File: src/pkg/rcf_pkg.sv
// radio config fields: register map, field layout, reset values, codes
// assumes one 250 MHz clock and a classic wishbone byte address
`default_nettype none
package rcf_pkg;
  // ---------------------------------------------------------------
  // register map
  // ---------------------------------------------------------------
  localparam int unsigned ADR_W     = 4;
  localparam logic [3:0]  OFS_CTRL  = 4'h0;  // repeat, bypass, speed
  localparam logic [3:0]  OFS_WIDTH = 4'h4;  // address and payload widths
  localparam logic [3:0]  OFS_IDENT = 4'h8;  // own receive identity
  localparam logic [3:0]  OFS_STAT  = 4'hC;  // read-only state
  // ---------------------------------------------------------------
  // field positions and widths
  // ---------------------------------------------------------------
  localparam int CTRL_REPEAT = 0;
  localparam int CTRL_BYPASS = 1;
  localparam int CTRL_SPD_LO = 2;
  localparam int WID_RXA_LO  = 0;
  localparam int WID_TXA_LO  = 4;
  localparam int WID_RXP_LO  = 8;
  localparam int WID_TXP_LO  = 16;
  localparam int STAT_SEND   = 0;
  localparam int STAT_MATCH  = 1;
  localparam int STAT_CNT_LO = 8;
  localparam int ALEN_W      = 3;
  localparam int PLEN_W      = 6;
  localparam int SPD_W       = 2;
  localparam int CNT_W       = 8;
  // ---------------------------------------------------------------
  // reset values
  // ---------------------------------------------------------------
  localparam logic              RST_REPEAT = 1'h0;
  localparam logic              RST_BYPASS = 1'h0;
  localparam logic [ALEN_W-1:0] RST_RXA    = 3'h4;
  localparam logic [ALEN_W-1:0] RST_TXA    = 3'h4;
  localparam logic [PLEN_W-1:0] RST_RXP    = 6'h20;
  localparam logic [PLEN_W-1:0] RST_TXP    = 6'h20;
  localparam logic [31:0]       RST_IDENT  = 32'hE7E7E7E7;
  localparam logic [SPD_W-1:0]  RST_SPD    = 2'h0;
  // ---------------------------------------------------------------
  // codes
  // ---------------------------------------------------------------
  localparam logic [ALEN_W-1:0] ALEN_1B = 3'h1;
  localparam logic [ALEN_W-1:0] ALEN_4B = 3'h4;
  localparam logic [SPD_W-1:0]  SPD_4M  = 2'h0;
  localparam logic [SPD_W-1:0]  SPD_2M  = 2'h1;
  localparam logic [SPD_W-1:0]  SPD_1M  = 2'h2;
  localparam logic [SPD_W-1:0]  SPD_05M = 2'h3;
  // ---------------------------------------------------------------
  // timing: cpu tick by phase accumulator, exact for all four rates
  // ---------------------------------------------------------------
  localparam int CLK_KHZ  = 250000;
  localparam int F4M_KHZ  = 4000;
  localparam int F2M_KHZ  = 2000;
  localparam int F1M_KHZ  = 1000;
  localparam int F05M_KHZ = 500;
  localparam int ACC_MOD  = 500;
  localparam int ACC_W    = 10;
  localparam int INC_4M   = F4M_KHZ * ACC_MOD / CLK_KHZ;
  localparam int INC_2M   = F2M_KHZ * ACC_MOD / CLK_KHZ;
  localparam int INC_1M   = F1M_KHZ * ACC_MOD / CLK_KHZ;
  localparam int INC_05M  = F05M_KHZ * ACC_MOD / CLK_KHZ;
  // send sequencer states
  typedef enum logic [1:0] {SEQ_IDLE, SEQ_SEND, SEQ_HOLD} rcf_seq_t;
  // accumulator step for a speed code
  function automatic logic [ACC_W-1:0] rcf_spd_inc(input logic [SPD_W-1:0] spd);
    unique case (spd)
      SPD_4M:  return ACC_W'(INC_4M);
      SPD_2M:  return ACC_W'(INC_2M);
      SPD_1M:  return ACC_W'(INC_1M);
      SPD_05M: return ACC_W'(INC_05M);
    endcase
  endfunction
  // byte mask of identity bytes taking part; zero for unsupported codes
  function automatic logic [31:0] rcf_byte_mask(input logic [ALEN_W-1:0] alen);
    logic [31:0] m;
    m = '0;
    if (alen >= ALEN_1B && alen <= ALEN_4B) begin
      for (int i = 0; i < 4; i++) begin
        if (ALEN_W'(i) < alen) m[8*i +: 8] = 8'hFF;
      end
    end
    return m;
  endfunction
  // wishbone byte-lane merge of write data into an old word
  function automatic logic [31:0] rcf_merge(input logic [31:0] old_w,
                                            input logic [31:0] new_w,
                                            input logic [3:0]  sel);
    logic [31:0] r;
    r = old_w;
    for (int i = 0; i < 4; i++) begin
      if (sel[i]) r[8*i +: 8] = new_w[8*i +: 8];
    end
    return r;
  endfunction
endpackage
`default_nettype wire

File: src/design/rcf_sync2.sv
// two-flop synchroniser for one asynchronous level
// assumes the input may change at any time relative to clk_i
`timescale 1ns/10ps
`default_nettype none
module rcf_sync2 (
  input  wire logic clk_i,  // system clock
  input  wire logic rst_i,  // synchronous reset, high
  input  wire logic d_i,    // asynchronous level
  output logic      q_o     // level on clk_i
);
  logic meta_q;  // first flop, read only by the second
  // ---------------------------------------------------------------
  // two flops in a row
  // ---------------------------------------------------------------
  always_ff @(posedge clk_i) begin
    if (rst_i) begin
      meta_q <= 1'b0;
      q_o    <= 1'b0;
    end else begin
      meta_q <= d_i;
      q_o    <= meta_q;
    end
  end
endmodule
`default_nettype wire

File: src/design/rcf_cpu_tick.sv
// cpu clock enable: one-cycle pulse at the selected cpu rate
// assumes clk_i at 250 MHz; xo_tick_i from logic on clk_i
`timescale 1ns/10ps
`default_nettype none
module rcf_cpu_tick
  import rcf_pkg::*;
(
  input  wire logic             clk_i,      // system clock
  input  wire logic             rst_i,      // synchronous reset, high
  input  wire logic [SPD_W-1:0] spd_i,      // speed code
  input  wire logic             bypass_i,   // crystal drives cpu
  input  wire logic             xo_tick_i,  // crystal rate tick
  output logic                  tick_o      // cpu clock enable
);
  logic [ACC_W-1:0] acc_q;  // phase accumulator
  logic [ACC_W:0]   sum;    // next phase, one bit wider
  assign sum = {1'b0, acc_q} + {1'b0, rcf_spd_inc(spd_i)};
  // ---------------------------------------------------------------
  // accumulator wraps at the modulus, pulse on wrap
  // ---------------------------------------------------------------
  always_ff @(posedge clk_i) begin
    if (rst_i) begin
      acc_q  <= '0;
      tick_o <= 1'b0;
    end else if (bypass_i) begin  // crystal tick passes through
      acc_q  <= '0;
      tick_o <= xo_tick_i;
    end else if (sum >= (ACC_W+1)'(ACC_MOD)) begin  // wrap
      acc_q  <= ACC_W'(sum - (ACC_W+1)'(ACC_MOD));
      tick_o <= 1'b1;
    end else begin
      acc_q  <= sum[ACC_W-1:0];
      tick_o <= 1'b0;
    end
  end
endmodule
`default_nettype wire

File: src/design/rcf_bank.sv
// radio config field bank: wishbone slave, repeat-send sequencer,
// receive identity compare and cpu clock enable selection
// assumes a classic wishbone master on clk_i, radio enable pins
// asynchronous, packet_done_i and rx address from logic on clk_i
//
// Local design decisions: the Wishbone register port and the placing of the registers.
`timescale 1ns/10ps
`default_nettype none
module rcf_bank
  import rcf_pkg::*;
(
  input  wire logic              clk_i,                  // 250 MHz
  input  wire logic              rst_i,                  // sync, high
  input  wire logic              wb_cyc_i,               // bus cycle
  input  wire logic              wb_stb_i,               // strobe
  input  wire logic              wb_we_i,                // write
  input  wire logic [ADR_W-1:0]  wb_adr_i,               // byte address
  input  wire logic [3:0]        wb_sel_i,               // byte lanes
  input  wire logic [31:0]       wb_dat_i,               // write data
  output logic      [31:0]       wb_dat_o,               // read data
  output logic                   wb_ack_o,               // answer
  input  wire logic              radio_chip_enable_i,    // pin
  input  wire logic              transmit_select_i,      // pin
  input  wire logic              packet_done_i,          // packet sent
  output logic                   send_start_o,           // start pulse
  output logic                   sending_o,              // send active
  input  wire logic [31:0]       rx_addr_i,              // received addr
  input  wire logic              rx_addr_valid_i,        // addr strobe
  output logic                   addr_match_o,           // identity hit
  output logic      [ALEN_W-1:0] receive_addr_len_o,     // rx addr bytes
  output logic      [ALEN_W-1:0] send_addr_len_o,        // tx addr bytes
  output logic      [PLEN_W-1:0] receive_payload_len_o,  // rx bytes
  output logic      [PLEN_W-1:0] send_payload_len_o,     // tx bytes
  input  wire logic              xo_tick_i,              // crystal tick
  output logic                   cpu_clk_en_o            // cpu enable
);
  // ---------------------------------------------------------------
  // declarations
  // ---------------------------------------------------------------
  logic              repeat_q;  // resend flag
  logic              bypass_q;  // crystal drives cpu
  logic [SPD_W-1:0]  spd_q;     // cpu speed code
  logic [ALEN_W-1:0] rxa_q;     // rx address width
  logic [ALEN_W-1:0] txa_q;     // tx address width
  logic [PLEN_W-1:0] rxp_q;     // rx payload width
  logic [PLEN_W-1:0] txp_q;     // tx payload width
  logic [31:0]       ident_q;   // own receive identity
  logic              match_q;   // last compare result
  logic [CNT_W-1:0]  cnt_q;     // packets sent, wraps
  logic              ack_q;     // bus answer
  logic [31:0]       rdat_q;    // read data
  rcf_seq_t          seq_q;     // sequencer state
  logic              start_q;   // start pulse
  logic              ce_s;      // synced chip enable
  logic              tx_s;      // synced transmit select
  logic              both;      // radio asked to send
  logic              req;       // request pending
  logic              wr_fire;   // write takes effect
  logic [31:0]       ctrl_img;  // control word view
  logic [31:0]       wid_img;   // width word view
  logic [31:0]       stat_img;  // status word view
  logic [31:0]       ctrl_new;  // merged control write
  logic [31:0]       wid_new;   // merged width write
  logic [31:0]       id_new;    // merged identity write
  logic [31:0]       rd_mux;    // read selection
  // ---------------------------------------------------------------
  // pin synchronisers
  // ---------------------------------------------------------------
  rcf_sync2 u_sync_ce (
    .clk_i (clk_i),
    .rst_i (rst_i),
    .d_i   (radio_chip_enable_i),
    .q_o   (ce_s)
  );
  rcf_sync2 u_sync_tx (
    .clk_i (clk_i),
    .rst_i (rst_i),
    .d_i   (transmit_select_i),
    .q_o   (tx_s)
  );
  assign both = ce_s & tx_s;
  // ---------------------------------------------------------------
  // register images
  // ---------------------------------------------------------------
  // control word: repeat, bypass, speed
  always_comb begin
    ctrl_img                                = '0;
    ctrl_img[CTRL_REPEAT]                   = repeat_q;
    ctrl_img[CTRL_BYPASS]                   = bypass_q;
    ctrl_img[CTRL_SPD_LO +: SPD_W]          = spd_q;
  end
  // width word: two address widths, two payload widths
  always_comb begin
    wid_img                                 = '0;
    wid_img[WID_RXA_LO +: ALEN_W]           = rxa_q;
    wid_img[WID_TXA_LO +: ALEN_W]           = txa_q;
    wid_img[WID_RXP_LO +: PLEN_W]           = rxp_q;
    wid_img[WID_TXP_LO +: PLEN_W]           = txp_q;
  end
  // status word: send active, match, packet count
  always_comb begin
    stat_img                                = '0;
    stat_img[STAT_SEND]                     = sending_o;
    stat_img[STAT_MATCH]                    = match_q;
    stat_img[STAT_CNT_LO +: CNT_W]          = cnt_q;
  end
  assign ctrl_new = rcf_merge(ctrl_img, wb_dat_i, wb_sel_i);
  assign wid_new  = rcf_merge(wid_img, wb_dat_i, wb_sel_i);
  assign id_new   = rcf_merge(ident_q, wb_dat_i, wb_sel_i);
  // ---------------------------------------------------------------
  // wishbone slave: one wait state, ack for one cycle
  // ---------------------------------------------------------------
  assign req     = wb_cyc_i & wb_stb_i;
  assign wr_fire = req & ack_q & wb_we_i;  // write lands at ack edge
  // read mux; unmapped offsets read zero
  always_comb begin
    unique case (wb_adr_i)
      OFS_CTRL:  rd_mux = ctrl_img;
      OFS_WIDTH: rd_mux = wid_img;
      OFS_IDENT: rd_mux = ident_q;
      OFS_STAT:  rd_mux = stat_img;
      default:   rd_mux = '0;
    endcase
  end
  // ack and read data, dropped the cycle after
  always_ff @(posedge clk_i) begin
    if (rst_i) begin
      ack_q  <= 1'b0;
      rdat_q <= '0;
    end else begin
      ack_q  <= req & ~ack_q;
      rdat_q <= (req & ~ack_q) ? rd_mux : '0;
    end
  end
  assign wb_ack_o = ack_q;
  assign wb_dat_o = rdat_q;
  // ---------------------------------------------------------------
  // control register
  // ---------------------------------------------------------------
  always_ff @(posedge clk_i) begin
    if (rst_i) begin
      repeat_q <= RST_REPEAT;
      bypass_q <= RST_BYPASS;
      spd_q    <= RST_SPD;
    end else if (wr_fire && wb_adr_i == OFS_CTRL) begin
      repeat_q <= ctrl_new[CTRL_REPEAT];
      bypass_q <= ctrl_new[CTRL_BYPASS];
      spd_q    <= ctrl_new[CTRL_SPD_LO +: SPD_W];
    end
  end
  // ---------------------------------------------------------------
  // width register; unsupported codes stored as written
  // ---------------------------------------------------------------
  always_ff @(posedge clk_i) begin
    if (rst_i) begin
      rxa_q <= RST_RXA;
      txa_q <= RST_TXA;
      rxp_q <= RST_RXP;
      txp_q <= RST_TXP;
    end else if (wr_fire && wb_adr_i == OFS_WIDTH) begin
      rxa_q <= wid_new[WID_RXA_LO +: ALEN_W];
      txa_q <= wid_new[WID_TXA_LO +: ALEN_W];
      rxp_q <= wid_new[WID_RXP_LO +: PLEN_W];
      txp_q <= wid_new[WID_TXP_LO +: PLEN_W];
    end
  end
  assign receive_addr_len_o    = rxa_q;
  assign send_addr_len_o       = txa_q;
  assign receive_payload_len_o = rxp_q;
  assign send_payload_len_o    = txp_q;
  // ---------------------------------------------------------------
  // identity register and compare
  // ---------------------------------------------------------------
  always_ff @(posedge clk_i) begin
    if (rst_i) begin
      ident_q <= RST_IDENT;
    end else if (wr_fire && wb_adr_i == OFS_IDENT) begin
      ident_q <= id_new;
    end
  end
  // compare only the selected low bytes; unsupported width never hits
  always_ff @(posedge clk_i) begin
    if (rst_i) begin
      match_q <= 1'b0;
    end else if (rx_addr_valid_i) begin
      match_q <= (rcf_byte_mask(rxa_q) != '0) &&
                 (((rx_addr_i ^ ident_q) & rcf_byte_mask(rxa_q)) == '0);
    end
  end
  assign addr_match_o = match_q;
  // ---------------------------------------------------------------
  // send sequencer
  // ---------------------------------------------------------------
  // idle until enable and select both high, then send;
  // repeat resends while both stay high, else hold until they drop
  always_ff @(posedge clk_i) begin
    if (rst_i) begin
      seq_q   <= SEQ_IDLE;
      start_q <= 1'b0;
    end else begin
      start_q <= 1'b0;
      unique case (seq_q)
        SEQ_IDLE: begin
          if (both) begin  // first packet
            seq_q   <= SEQ_SEND;
            start_q <= 1'b1;
          end
        end
        SEQ_SEND: begin
          if (packet_done_i && repeat_q && both) begin
            start_q <= 1'b1;  // resend same buffer
          end else if (packet_done_i && both) begin
            seq_q <= SEQ_HOLD;  // single send done
          end else if (packet_done_i || !both) begin
            seq_q <= SEQ_IDLE;  // radio released
          end
        end
        SEQ_HOLD: begin
          if (!both) begin  // wait for release
            seq_q <= SEQ_IDLE;
          end
        end
        default: begin
          seq_q <= SEQ_IDLE;
        end
      endcase
    end
  end
  assign send_start_o = start_q;
  assign sending_o    = (seq_q == SEQ_SEND);
  // packets sent counter
  always_ff @(posedge clk_i) begin
    if (rst_i) begin
      cnt_q <= '0;
    end else if (sending_o && packet_done_i) begin
      cnt_q <= cnt_q + CNT_W'(1);
    end
  end
  // ---------------------------------------------------------------
  // cpu clock enable
  // ---------------------------------------------------------------
  rcf_cpu_tick u_tick (
    .clk_i     (clk_i),
    .rst_i     (rst_i),
    .spd_i     (spd_q),
    .bypass_i  (bypass_q),
    .xo_tick_i (xo_tick_i),
    .tick_o    (cpu_clk_en_o)
  );
  // ---------------------------------------------------------------
  // checks
  // ---------------------------------------------------------------
  logic [ACC_W-1:0] gap_q;  // cycles since last cpu tick
  logic             gap_ok_q;  // gap spans one steady speed
  // gap helper; invalid across speed or source changes
  always_ff @(posedge clk_i) begin
    if (rst_i) begin
      gap_q    <= '0;
      gap_ok_q <= 1'b0;
    end else if (wr_fire && wb_adr_i == OFS_CTRL
                 && (spd_q != ctrl_new[CTRL_SPD_LO +: SPD_W]
                     || bypass_q != ctrl_new[CTRL_BYPASS])) begin
      gap_q    <= '0;
      gap_ok_q <= 1'b0;
    end else if (cpu_clk_en_o) begin
      gap_q    <= ACC_W'(1);
      // first tick after a change may still carry the old phase
      gap_ok_q <= ~bypass_q && (gap_q != '0);
    end else if (gap_q < ACC_W'(ACC_MOD)) begin
      gap_q    <= gap_q + ACC_W'(1);
    end
  end
endmodule
`default_nettype wire

File: config.mk
export PLATFORM = sky130hd
export DESIGN_NAME = rcf_bank
export DESIGN_NICKNAME = d
export VERILOG_FILES = /design/src/pkg/rcf_pkg.sv /design/src/design/rcf_sync2.sv /design/src/design/rcf_cpu_tick.sv /design/src/design/rcf_bank.sv
export SDC_FILE = /design/constraint.sdc
export NUM_CORES = 1
export LEC_CHECK = 0
export ABC_AREA = 1
export ABC_CLOCK_PERIOD_IN_PS = 5900
export BUFFER_PORTS_ARGS = -buffer_cell sky130_fd_sc_hd__buf_4
export CAP_MARGIN = 20
export CELL_PAD_IN_SITES_DETAIL_PLACEMENT = 2
export CELL_PAD_IN_SITES_GLOBAL_PLACEMENT = 2
export CORE_ASPECT_RATIO = 1.75
export CORE_MARGIN = 4
export CORE_UTILIZATION = 31
export DETAILED_ROUTE_END_ITERATION = 12
export GPL_TIMING_DRIVEN = 0
export HOLD_SLACK_MARGIN = 0.03
export PLACE_DENSITY = 0.93
export SYNTH_ARGS = -nofsm -noshare
export SYNTH_HDL_FRONTEND = slang
export SYNTH_SLANG_ARGS = --single-unit
File: constraint.sdc
create_clock -name clk_i -period 5.9 [get_ports clk_i]
set_input_delay 1.18 -clock clk_i [delete_from_list [all_inputs] [get_ports clk_i]]
set_output_delay 1.18 -clock clk_i [all_outputs]
set_load 0.03 [all_outputs]
==> metrics.md, run 1 <==
| Metric | Value |
|---|---|
| Fillers | 1895 |
| Setup TNS | 0 ps |
| Final #Nets | 931 |
| Post-cts resize count | 0 |
| Mapped Nets | 776 |
| Asr flop ratio synth | 0% |
| Yosys Warn Count | 0 |
| Post-Syn Instances | 686 |
| CTS tree | built |
| Startpoint types | flip-flop |
| R2R Path End | u_tick.acc_q[2]$_SDFF_PP0_ |
| Top post-synthesis cells by area | dfxtp_1 44%, nand2_1 11%, inv_1 6.2%, nor2_1 4.7%, xnor2_1 4.4% |
| All-Layer GR Usage | 27.1% |
| Number of antenna violations at the first check in global routing | 0 |
| Die width | 106 microns |
| Fin. Hold Viols | 0 |
| Worst reg-to-reg setup slack | 2910 ps |
| Distinct cells, synth | 40 |
| Rows | 62 |
| Post-Syn Area | 5190 sq um |
| First-pass GRT wire length | 38.4 mm |
| Final ANT Viol Nets | 0 |
| GR Overflow Total | 0 |
| Critical path class | flip-flop to flip-flop |
| Post-CTS Hold Buffers | 0 |
| Residual DRC | 0 |
| Hold path depth | 2 |
| Total CTS buffers | 17 |
| Starting Density | 31.5% |
| Hold Path Origin | u_sync_ce.meta_q$_SDFF_PP0_ |
| Final instance area | 7090 sq um |
| Vias in the first global route | 6629 |
| Final WL | 25.3 mm |
| Ports | 137 |
| DR iter-0 viols | 207 |
| Worst path arrival time | 3320 ps |
| CP max FO | 10 |
| H-tree Lvls | 4 |
| Layout cell share with drive strength beyond 1 | 23.9% |
| Tot Pwr | 2.01 mW |
| RePlAce Congestion | 0.805 |
| Post-synth top area share | 44.0% |
| Avg Cell Area, Syn | 7.56 sq um |
| Main synth FF type | dfxtp_1 |
| Worst-margin pin slew | 792 ps |
| Worst VDD drop | 0.187 mV |
| Multi-input gate area | 2490 sq um |
| Die Ht | 179 microns |
| Pin count of the biggest net entering global routing | 17 |
| CTS max path bufs | 2 |
| EDFF count, synth | 0 |
| Setup violators final | 0 |
| Pleak | 3.24 nW |
| Core area | 16400 sq um |
| HPWL after DPL | 17.5 mm |
| Normalized max-slew margin | 47.2% |
| Pins Over Slew Limit | 0 |
| Core Util, Final | 43.1% |
| Clock-pin slew on the worst setup and hold paths | 60 ps |
| Sequential share of the synthesized area | 44.0% |
| FMAX | 0.334 GHz |
| Tmin final | 2990 ps |
| Outcome | completed |
| Clk root buf | clkbuf_16 |
| Hold EP | u_sync_ce.q_o$_SDFF_PP0_ |
| Max_cap viols | 0 |
| Crit path capture type | flip-flop |
| DIE AREA | 18900 sq um |
| Vias per std cell | 5.21 |
| DR WL/cell | 23.5 microns |
| Pwr dens | 283 nW/um^2 |
| Fin Clk Skew | 12.9 ps |
| FF-to-FF Start | spd_q[1]$_SDFFE_PP0P_ |
| Worst Path Required | 6230 ps |
| Final cycle utilization of the critical path | 50.7% |
| Seq. cell area | 2280 sq um |
| Clk_lat worst skew | 430 ps |
| Hold_ws | 423 ps |
| Area growth syn-to-layout | 36.7% |
| RSZ-0062 raised after global routing | no |
| Total vias in the final route | 5615 |
| Post-CTS Setup Inserts | 0 |
| Hold WC Path Type | flip-flop to flip-flop |
| Sink Count | 114 |
| DP Area | 6490 sq um |
| Synth Register Bits | 114 |
| Cells on worst reg2reg path | 14 |
| Yosys top cell by area | dfxtp_1 |
| Router iterations before antenna repair | 4 |
| Buffers on Ports | 136 |
[cells in the mapped netlist (3+ instances only)]
| cell | count |
|---|---|
| a21oi_1 | 37 |
| clkbuf_1 | 13 |
| dfxtp_1 | 114 |
| ha_1 | 7 |
| inv_1 | 85 |
| inv_2 | 5 |
| nand2_1 | 155 |
| nand2_2 | 7 |
| nand3_1 | 37 |
| nand3_2 | 3 |
| nand3_4 | 4 |
| nand4_1 | 9 |
| nor2_1 | 65 |
| nor2_2 | 7 |
| nor2_4 | 3 |
| nor3_1 | 20 |
| o211ai_1 | 10 |
| o21ai_0 | 37 |
| o21ai_1 | 6 |
| o221ai_1 | 7 |
| xnor2_1 | 26 |
| xor2_1 | 6 |
[cells in the final DEF, fill, tap and decap left out, drive strengths merged]
cell / n
xnor2: 26
diode: 1
dfxtp: 114
a221oi: 2
o211ai: 10
a21o: 1
nor3b: 1
inv: 90
nand4: 9
clkbuf: 34
nand2: 163
o2111ai: 1
buf: 138
nand3: 44
nor3: 22
ha: 7
o22ai: 1
o21ai: 45
clkinvlp: 3
o221ai: 7
a22o: 1
fa: 1
xor2: 7
o21a: 2
nor2: 75
clkinv: 5
a21oi: 39
bufinv: 3
and2: 1
[layer usage]
metal / GRT usage [%] / vias up / wire, microns
met5: 0 / - / 0
met4: 21.0 / 0 / 2070
met3: 5.98 / 110 / 1010
met2: 50.7 / 227 / 13700
met1: 25.2 / 2764 / 8540
li1: - / 2514 / -
[report_power, final]
| group | internal [mW] | leakage (nW) | switching, mW | total [mW] |
|---|---|---|---|---|
| combinational | 0.0614 | 2.03 | 0.0857 | 0.147 |
| sequential | 0.775 | 0.921 | 0.00390 | 0.779 |
| clock | 0.692 | 0.287 | 0.390 | 1.08 |
| total | 1.53 | 3.24 | 0.480 | 2.01 |
[layout make-up]
type                    count  share of cell area, %
clock inverters             9                   1.85
flip-flops and latches    114                   32.2
inverters                  92                   4.87
multi-input cells         465                   35.2
plain buffers              15                  0.917
diodes                      1                 0.0353
clock buffers              21                   6.63
well taps                 224                   3.95
repair buffers            136                   14.4
[sequential cells by signal (all words and copies together), names as in the netlist, 2 cells and up]
signal / cells
ident_q: 32
wb_dat_o: 32
u_tick.acc_q: 10
cnt_q: 8
receive_payload_len_o: 6
send_payload_len_o: 6
receive_addr_len_o: 3
send_addr_len_o: 3
seq_q: 2
spd_q: 2
[through the flow]
step / instances / setup slack, ps
after floorplan: 686 / 3510
after detailed placement: 1046 / 2710
after global placement: 1046 / 2800
after CTS: 1076 / 2940
final: 1077 / 2910
after global routing: 1076 / 2810
[worst max-delay path: stages, from the launching register on]
cell,delay (ps)
dfxtp_1,370
nand2_1,130
inv_1,70
ha_1,250
fa_1,480
xnor2_1,370
inv_1,180
ha_1,220
nand3_1,110
nor2_2,70
nand3_4,110
nand3_4,170
nand2_1,140
inv_1,50
nor2_1,180
[worst max path at each step]
stage / slack, ps / endpoint / startpoint
after global routing: 2810 / u_tick.acc_q[2]$_SDFF_PP0_ / spd_q[1]$_SDFFE_PP0P_
after floorplan: 3510 / receive_payload_len_o[0]$_SDFFE_PP0P_ / wb_adr_i[1]
after detailed placement: 2710 / bypass_q$_SDFFE_PP0P_ / wb_adr_i[1]
final: 2910 / u_tick.acc_q[2]$_SDFF_PP0_ / spd_q[1]$_SDFFE_PP0P_
after CTS: 2940 / u_tick.acc_q[2]$_SDFF_PP0_ / spd_q[1]$_SDFFE_PP0P_
after global placement: 2800 / receive_payload_len_o[0]$_SDFFE_PP0P_ / wb_adr_i[1]
[cell families after synthesis]
group | synth area share (%)
DFF | 44.0
xor gates and xnor gates | 5.72
and+or+nand+nor | 27.8
adders and majority gates | 2.07
AOI/OAI and AO/OA | 12.5
buffers and inverters | 7.91
Power figures use the tool's default switching activity.
==> inputs of run 2 (changes only) <==
--- a/config.mk
+++ b/config.mk
@@ -6,18 +6,18 @@
 export NUM_CORES = 1
 export LEC_CHECK = 0
 export ABC_AREA = 1
-export ABC_CLOCK_PERIOD_IN_PS = 5900
+export ABC_CLOCK_PERIOD_IN_PS = 2760
 export BUFFER_PORTS_ARGS = -buffer_cell sky130_fd_sc_hd__buf_4
 export CAP_MARGIN = 20
 export CELL_PAD_IN_SITES_DETAIL_PLACEMENT = 2
 export CELL_PAD_IN_SITES_GLOBAL_PLACEMENT = 2
 export CORE_ASPECT_RATIO = 1.75
 export CORE_MARGIN = 4
-export CORE_UTILIZATION = 31
+export CORE_UTILIZATION = 29
 export DETAILED_ROUTE_END_ITERATION = 12
 export GPL_TIMING_DRIVEN = 0
 export HOLD_SLACK_MARGIN = 0.03
-export PLACE_DENSITY = 0.93
+export PLACE_DENSITY = 0.88
 export SYNTH_ARGS = -nofsm -noshare
 export SYNTH_HDL_FRONTEND = slang
 export SYNTH_SLANG_ARGS = --single-unit
==> constraint.sdc (replaced) <==
create_clock -name clk_i -period 2.76 [get_ports clk_i]
set_input_delay 0.552 -clock clk_i [delete_from_list [all_inputs] [get_ports clk_i]]
set_output_delay 0.552 -clock clk_i [all_outputs]
set_load 0.03 [all_outputs]
==> metrics.md, run 2 (same netlist as run 1, synthesis figures left out) <==
| Metric | Value |
|---|---|
| Critical path class | flip-flop to flip-flop |
| CP max FO | 6 |
| DP Area | 6500 sq um |
| All-Layer GR Usage | 23.0% |
| Pin count of the biggest net entering global routing | 17 |
| Setup TNS | 0 ps |
| Final #Nets | 932 |
| Final instance area | 7140 sq um |
| GR Overflow Total | 0 |
| Number of antenna violations at the first check in global routing | 0 |
| Finished Layout Cells | 1086 |
| Multi-input gate area | 2520 sq um |
| DR WL/cell | 20.9 microns |
| Post-CTS Setup Inserts | 0 |
| Clock-pin slew on the worst setup and hold paths | 50 ps |
| Layout cell share with drive strength beyond 1 | 24.6% |
| Seq. cell area | 2280 sq um |
| Buffers on Ports | 136 |
| Normalized max-slew margin | 51.5% |
| Pwr dens | 601 nW/um^2 |
| Clk_lat worst skew | 420 ps |
| Total CTS buffers | 17 |
| N_diodes | 0 |
| Die Ht | 185 microns |
| Worst path arrival time | 2900 ps |
| Pleak | 3.26 nW |
| Rows | 64 |
| Clk root buf | clkbuf_16 |
| Startpoint types | flip-flop |
| Pins Over Slew Limit | 0 |
| Dpl ws | 117 ps |
| Reg power frac | 38.8% |
| Most frequent cells in the layout | 155 x nand2_1, 136 x buf_4, 113 x dfxtp_1, 85 x inv_1, 64 x nor2_1 |
| Setup violators final | 0 |
| Die width | 109 microns |
| Max_cap viols | 0 |
| Comb power frac | 7.1% |
| Final ANT Viol Nets | 0 |
| Total vias in the final route | 5404 |
| FMAX | 0.386 GHz |
| HPWL after DPL | 16.6 mm |
| DR iter-0 viols | 157 |
| First-pass GRT wire length | 34.5 mm |
| Vias in the first global route | 6223 |
| Hold_ws | 341 ps |
| Sink Count | 114 |
| Final cycle utilization of the critical path | 93.8% |
| Placed cells | 1053 |
| Residual DRC | 0 |
| Core Util, Final | 40.7% |
| Final worst slack | 172 ps |
| Starting Density | 29.6% |
| Final WL | 22.7 mm |
| Tot Pwr | 4.29 mW |
| Worst-margin pin slew | 727 ps |
| Most common cell after layout, fill and taps aside | nand2_1 |
| Pint | 3.30 mW |
| Worst VDD drop | 0.336 mV |
| RePlAce Congestion | 0.801 |
| Hold WC Path Type | primary input to flip-flop |
| Outcome | completed |
| Worst Path Required | 3070 ps |
| Fillers | 2015 |
| CTS max path bufs | 2 |
| Fin. Hold Viols | 0 |
| Tmin final | 2590 ps |
| Fin Clk Skew | 6.35 ps |
| Core area | 17500 sq um |
| Sw Share | 23.1% |
| Ports | 137 |
| Router iterations before antenna repair | 5 |
| DIE AREA | 20200 sq um |
| P_sw | 0.989 mW |
| RSZ-0062 raised after global routing | no |
| Clk pwr share | 54.1% |
| H-tree Lvls | 4 |
| Area growth syn-to-layout | 37.6% |
| Crit path capture type | flip-flop |
| CTS tree | built |
| Vias per std cell | 4.98 |
run 2: cell count changes in the layout (fill, tap and decap cells not counted):
cell,previous run,this run
dfxtp_2,0,1
ha_1,7,6
clkbuf_8,3,4
xnor2_2,0,1
clkinv_2,2,3
dfxtp_1,114,113
xnor2_1,26,25
clkbuf_1,14,15
nor2_1,65,64
nand3_2,3,4
nor2_2,7,8
diode_2,1,0
clkinv_4,1,0
ha_2,0,1
run 2: per-layer routing:
metal / vias up / GRT usage (%) / part of all wire (%)
met5: - / 0 / 0
met4: 0 / 13.5 / 5.1
met3: 66 / 5.09 / 4.2
met2: 162 / 43.3 / 56
met1: 2649 / 22.3 / 35
li1: 2527 / - / -
run 2: what timing repair did:
| action | in CTS | in global routing |
|---|---|---|
| gates resized for setup | 0 | 4 |
| hold buffers | 0 | 0 |
| setup endpoints to repair | 0 | 8 |
run 2: cell type report:
class,instances,area share [%]
inverter,92,4.84
clock inverter,9,1.79
sequential,114,32.0
clock buffer,23,6.84
tap,231,4.05
timing repair buffer,136,14.3
multi-input combinational,466,35.3
buffer,15,0.912
run 2: final timing paths:
kind | cells after the start | slack, ps | endpoint | startpoint
worst max-delay path | 14 | 170 | u_tick.acc_q[3]$_SDFF_PP0_ | spd_q[0]$_SDFFE_PP0P_
worst min-delay path | 3 | 340 | ident_q[26]$_SDFFE_PP1P_ | wb_dat_i[26]
worst min register to register | 2 | 410 | u_sync_ce.q_o$_SDFF_PP0_ | u_sync_ce.meta_q$_SDFF_PP0_
worst max register to register | 14 | 170 | u_tick.acc_q[3]$_SDFF_PP0_ | spd_q[0]$_SDFFE_PP0P_
run 2: power by group through the flow:
stage                     combinational (mW)  sequential (mW)  clock [mW]
after floorplan                        0.129             1.70           0
after global placement                 0.288             1.70           0
after detailed placement               0.296             1.70           0
after CTS                              0.303             1.66        2.36
after global routing                   0.328             1.66        2.44
final                                  0.303             1.66        2.32
run 2: critical path: stages (launching register included):
cell     delay, ps
dfxtp_2        380
inv_1           80
nor2_1         100
ha_2           340
nand2_1        160
nand4_1        240
nand2_1        210
inv_1           90
ha_1           200
nand3_1        100
nor2_2          60
nand3_4        120
nand3_2        160
nor2_1         190
nor2_2          60
==> inputs of run 3 (changes only) <==
--- a/config.mk
+++ b/config.mk
@@ -11,7 +11,6 @@
 export CAP_MARGIN = 20
 export CELL_PAD_IN_SITES_DETAIL_PLACEMENT = 2
 export CELL_PAD_IN_SITES_GLOBAL_PLACEMENT = 2
-export CORE_ASPECT_RATIO = 1.75
 export CORE_MARGIN = 4
 export CORE_UTILIZATION = 29
 export DETAILED_ROUTE_END_ITERATION = 12
==> metrics.md, run 3 (same netlist as run 1, synthesis figures left out) <==
| Metric | Value |
|---|---|
| Starting Density | 29.8% |
| Clk_lat worst skew | 430 ps |
| Levels on crit path | 15 |
| Setup violators final | 0 |
| Post-CTS Hold Buffers | 0 |
| Cells on worst reg2reg path | 15 |
| Total CTS buffers | 17 |
| CTS max path bufs | 2 |
| Hold Path Origin | radio_chip_enable_i |
| Pleak | 3.27 nW |
| Clk root buf | clkbuf_16 |
| FMAX | 0.391 GHz |
| Rows | 48 |
| CTS tree | built |
| Fin Clk Skew | 13.3 ps |
| Placed cells | 1047 |
| Pins Over Slew Limit | 0 |
| Normalized max-slew margin | 51.0% |
| Multi-input gate area | 2510 sq um |
| Final worst slack | 201 ps |
| Final ANT Viol Nets | 0 |
| Hold path depth | 3 |
| Vias per std cell | 5.02 |
| Final #Nets | 931 |
| Worst VDD drop | 0.499 mV |
| Fillers | 2012 |
| Seq. cell area | 2280 sq um |
| Most used cell, CP | nand2_1 |
| HPWL after DPL | 15.8 mm |
| Die width | 142 microns |
| CP max FO | 10 |
| Sink Count | 114 |
| Tmin final | 2560 ps |
| Crit-path max cell delay | 390 ps |
| DR iter-0 viols | 245 |
| Dpl ws | 173 ps |
| Vias in the first global route | 6050 |
| Most common cell after layout, fill and taps aside | nand2_1 |
| Hold WC Path Type | primary input to flip-flop |
| Pwr dens | 625 nW/um^2 |
| CP startpoint | spd_q[0]$_SDFFE_PP0P_ |
| Ports | 137 |
| DIE AREA | 20100 sq um |
| Critical path class | flip-flop to flip-flop |
| Number of antenna violations at the first check in global routing | 0 |
| FF-to-FF Start | spd_q[0]$_SDFFE_PP0P_ |
| Tot Pwr | 4.48 mW |
| RePlAce Congestion | 0.803 |
| Core area | 17400 sq um |
| Die Ht | 142 microns |
| Critical-path cell list | inv_1 -> nor2_1 -> ha_2 -> nand2_1 -> nand3_1 -> nand2_1 -> nand2_1 -> inv_1 -> ha_1 -> nand3_1 -> nor2_2 -> nand3_4 -> nand3_4 -> o21ai_1 -> nor2_1 |
| Slowest-stage cell, CP | dfxtp_2 |
| Clock-pin slew on the worst setup and hold paths | 60 ps |
| First-pass GRT wire length | 35.3 mm |
| Worst Path Buf+Inv | 2 |
| All-Layer GR Usage | 23.1% |
| Critical path's top delay family | simple AND/OR/NAND/NOR gates |
| Post-CTS Setup Inserts | 0 |
| Most frequent cells in the layout | 155 x nand2_1, 136 x buf_4, 112 x dfxtp_1, 85 x inv_1, 65 x nor2_1 |
| Fin. Hold Viols | 0 |
| Core Util, Final | 41.1% |
| Layout cell share with drive strength beyond 1 | 24.5% |
| H-tree Lvls | 4 |
| Worst-margin pin slew | 735 ps |
| Area growth syn-to-layout | 38.0% |
| Post-cts resize count | 0 |
| Worst Path Required | 3100 ps |
| Pin count of the biggest net entering global routing | 17 |
| Startpoint types | flip-flop |
| Buffers on Ports | 136 |
| Crit path capture type | flip-flop |
| Total vias in the final route | 5412 |
| N_diodes | 0 |
| Router iterations before antenna repair | 4 |
| Worst path arrival time | 2900 ps |
| Outcome | completed |
| Final WL | 23.2 mm |
| Residual DRC | 0 |
| Hold_ws | 344 ps |
| Max_cap viols | 0 |
| Finished Layout Cells | 1079 |
| GR Overflow Total | 0 |
| DR WL/cell | 21.5 microns |
| Final cycle utilization of the critical path | 92.7% |
run 3: cell types whose count changed in the layout (fill, tap and decap cells not counted), sizes merged:
cell      before  now
clkinvlp       3    1
nand3         45   44
bufinv         3    5
run 3: where the power goes:
| part | internal, mW | total [mW] | switching, mW | leakage (nW) |
|---|---|---|---|---|
| sequential | 1.66 | 1.66 | 0.00611 | 0.922 |
| clock | 1.67 | 2.51 | 0.836 | 0.317 |
| combinational | 0.131 | 0.305 | 0.174 | 2.03 |
run 3: layer usage:
layer	vias to the layer above	wire length [microns]	track usage, %
met3	54	1200	5.63
li1	2521	-	-
met2	171	11600	39.8
met5	-	0	0
met4	0	819	8.74
met1	2666	9580	27.8
run 3: area by class of cell:
| class | count | share of cell area (%) |
|---|---|---|
| Buffer | 15 | 0.909 |
| Clock inverter | 9 | 2.46 |
| Sequential cell | 114 | 31.9 |
| Timing Repair Buffer | 136 | 14.3 |
| Clock buffer | 23 | 6.68 |
| Inverter | 92 | 4.82 |
| Tap cell | 225 | 3.93 |
| Multi-Input combinational cell | 465 | 35.0 |
run 3: path summary, 6_finish.rpt:
| kind | endpoint | slack [ps] |
|---|---|---|
| setup / recovery | u_tick.acc_q[2]$_SDFF_PP0_ | 200 |
| setup reg to reg | u_tick.acc_q[2]$_SDFF_PP0_ | 200 |
| hold / removal | u_sync_ce.meta_q$_SDFF_PP0_ | 340 |
| hold reg to reg | u_sync_tx.q_o$_SDFF_PP0_ | 420 |
run 3: through the flow:
stage               TNS [ps]  cell area (sq um)
finish                     0               7160
detailed placement         0               6490
CTS                        0               7140
global route           -2.60               7160
global placement           0               6490
floorplan                  0               5190
run 3: worst reg2reg max path, delay by kind of cell (launching register included):
kind            cells  cell delay [ps]
simple gates       10             1270
flops               1              390
buf+inv             2              200
compound gates      1               90
fa+ha+maj           2              510
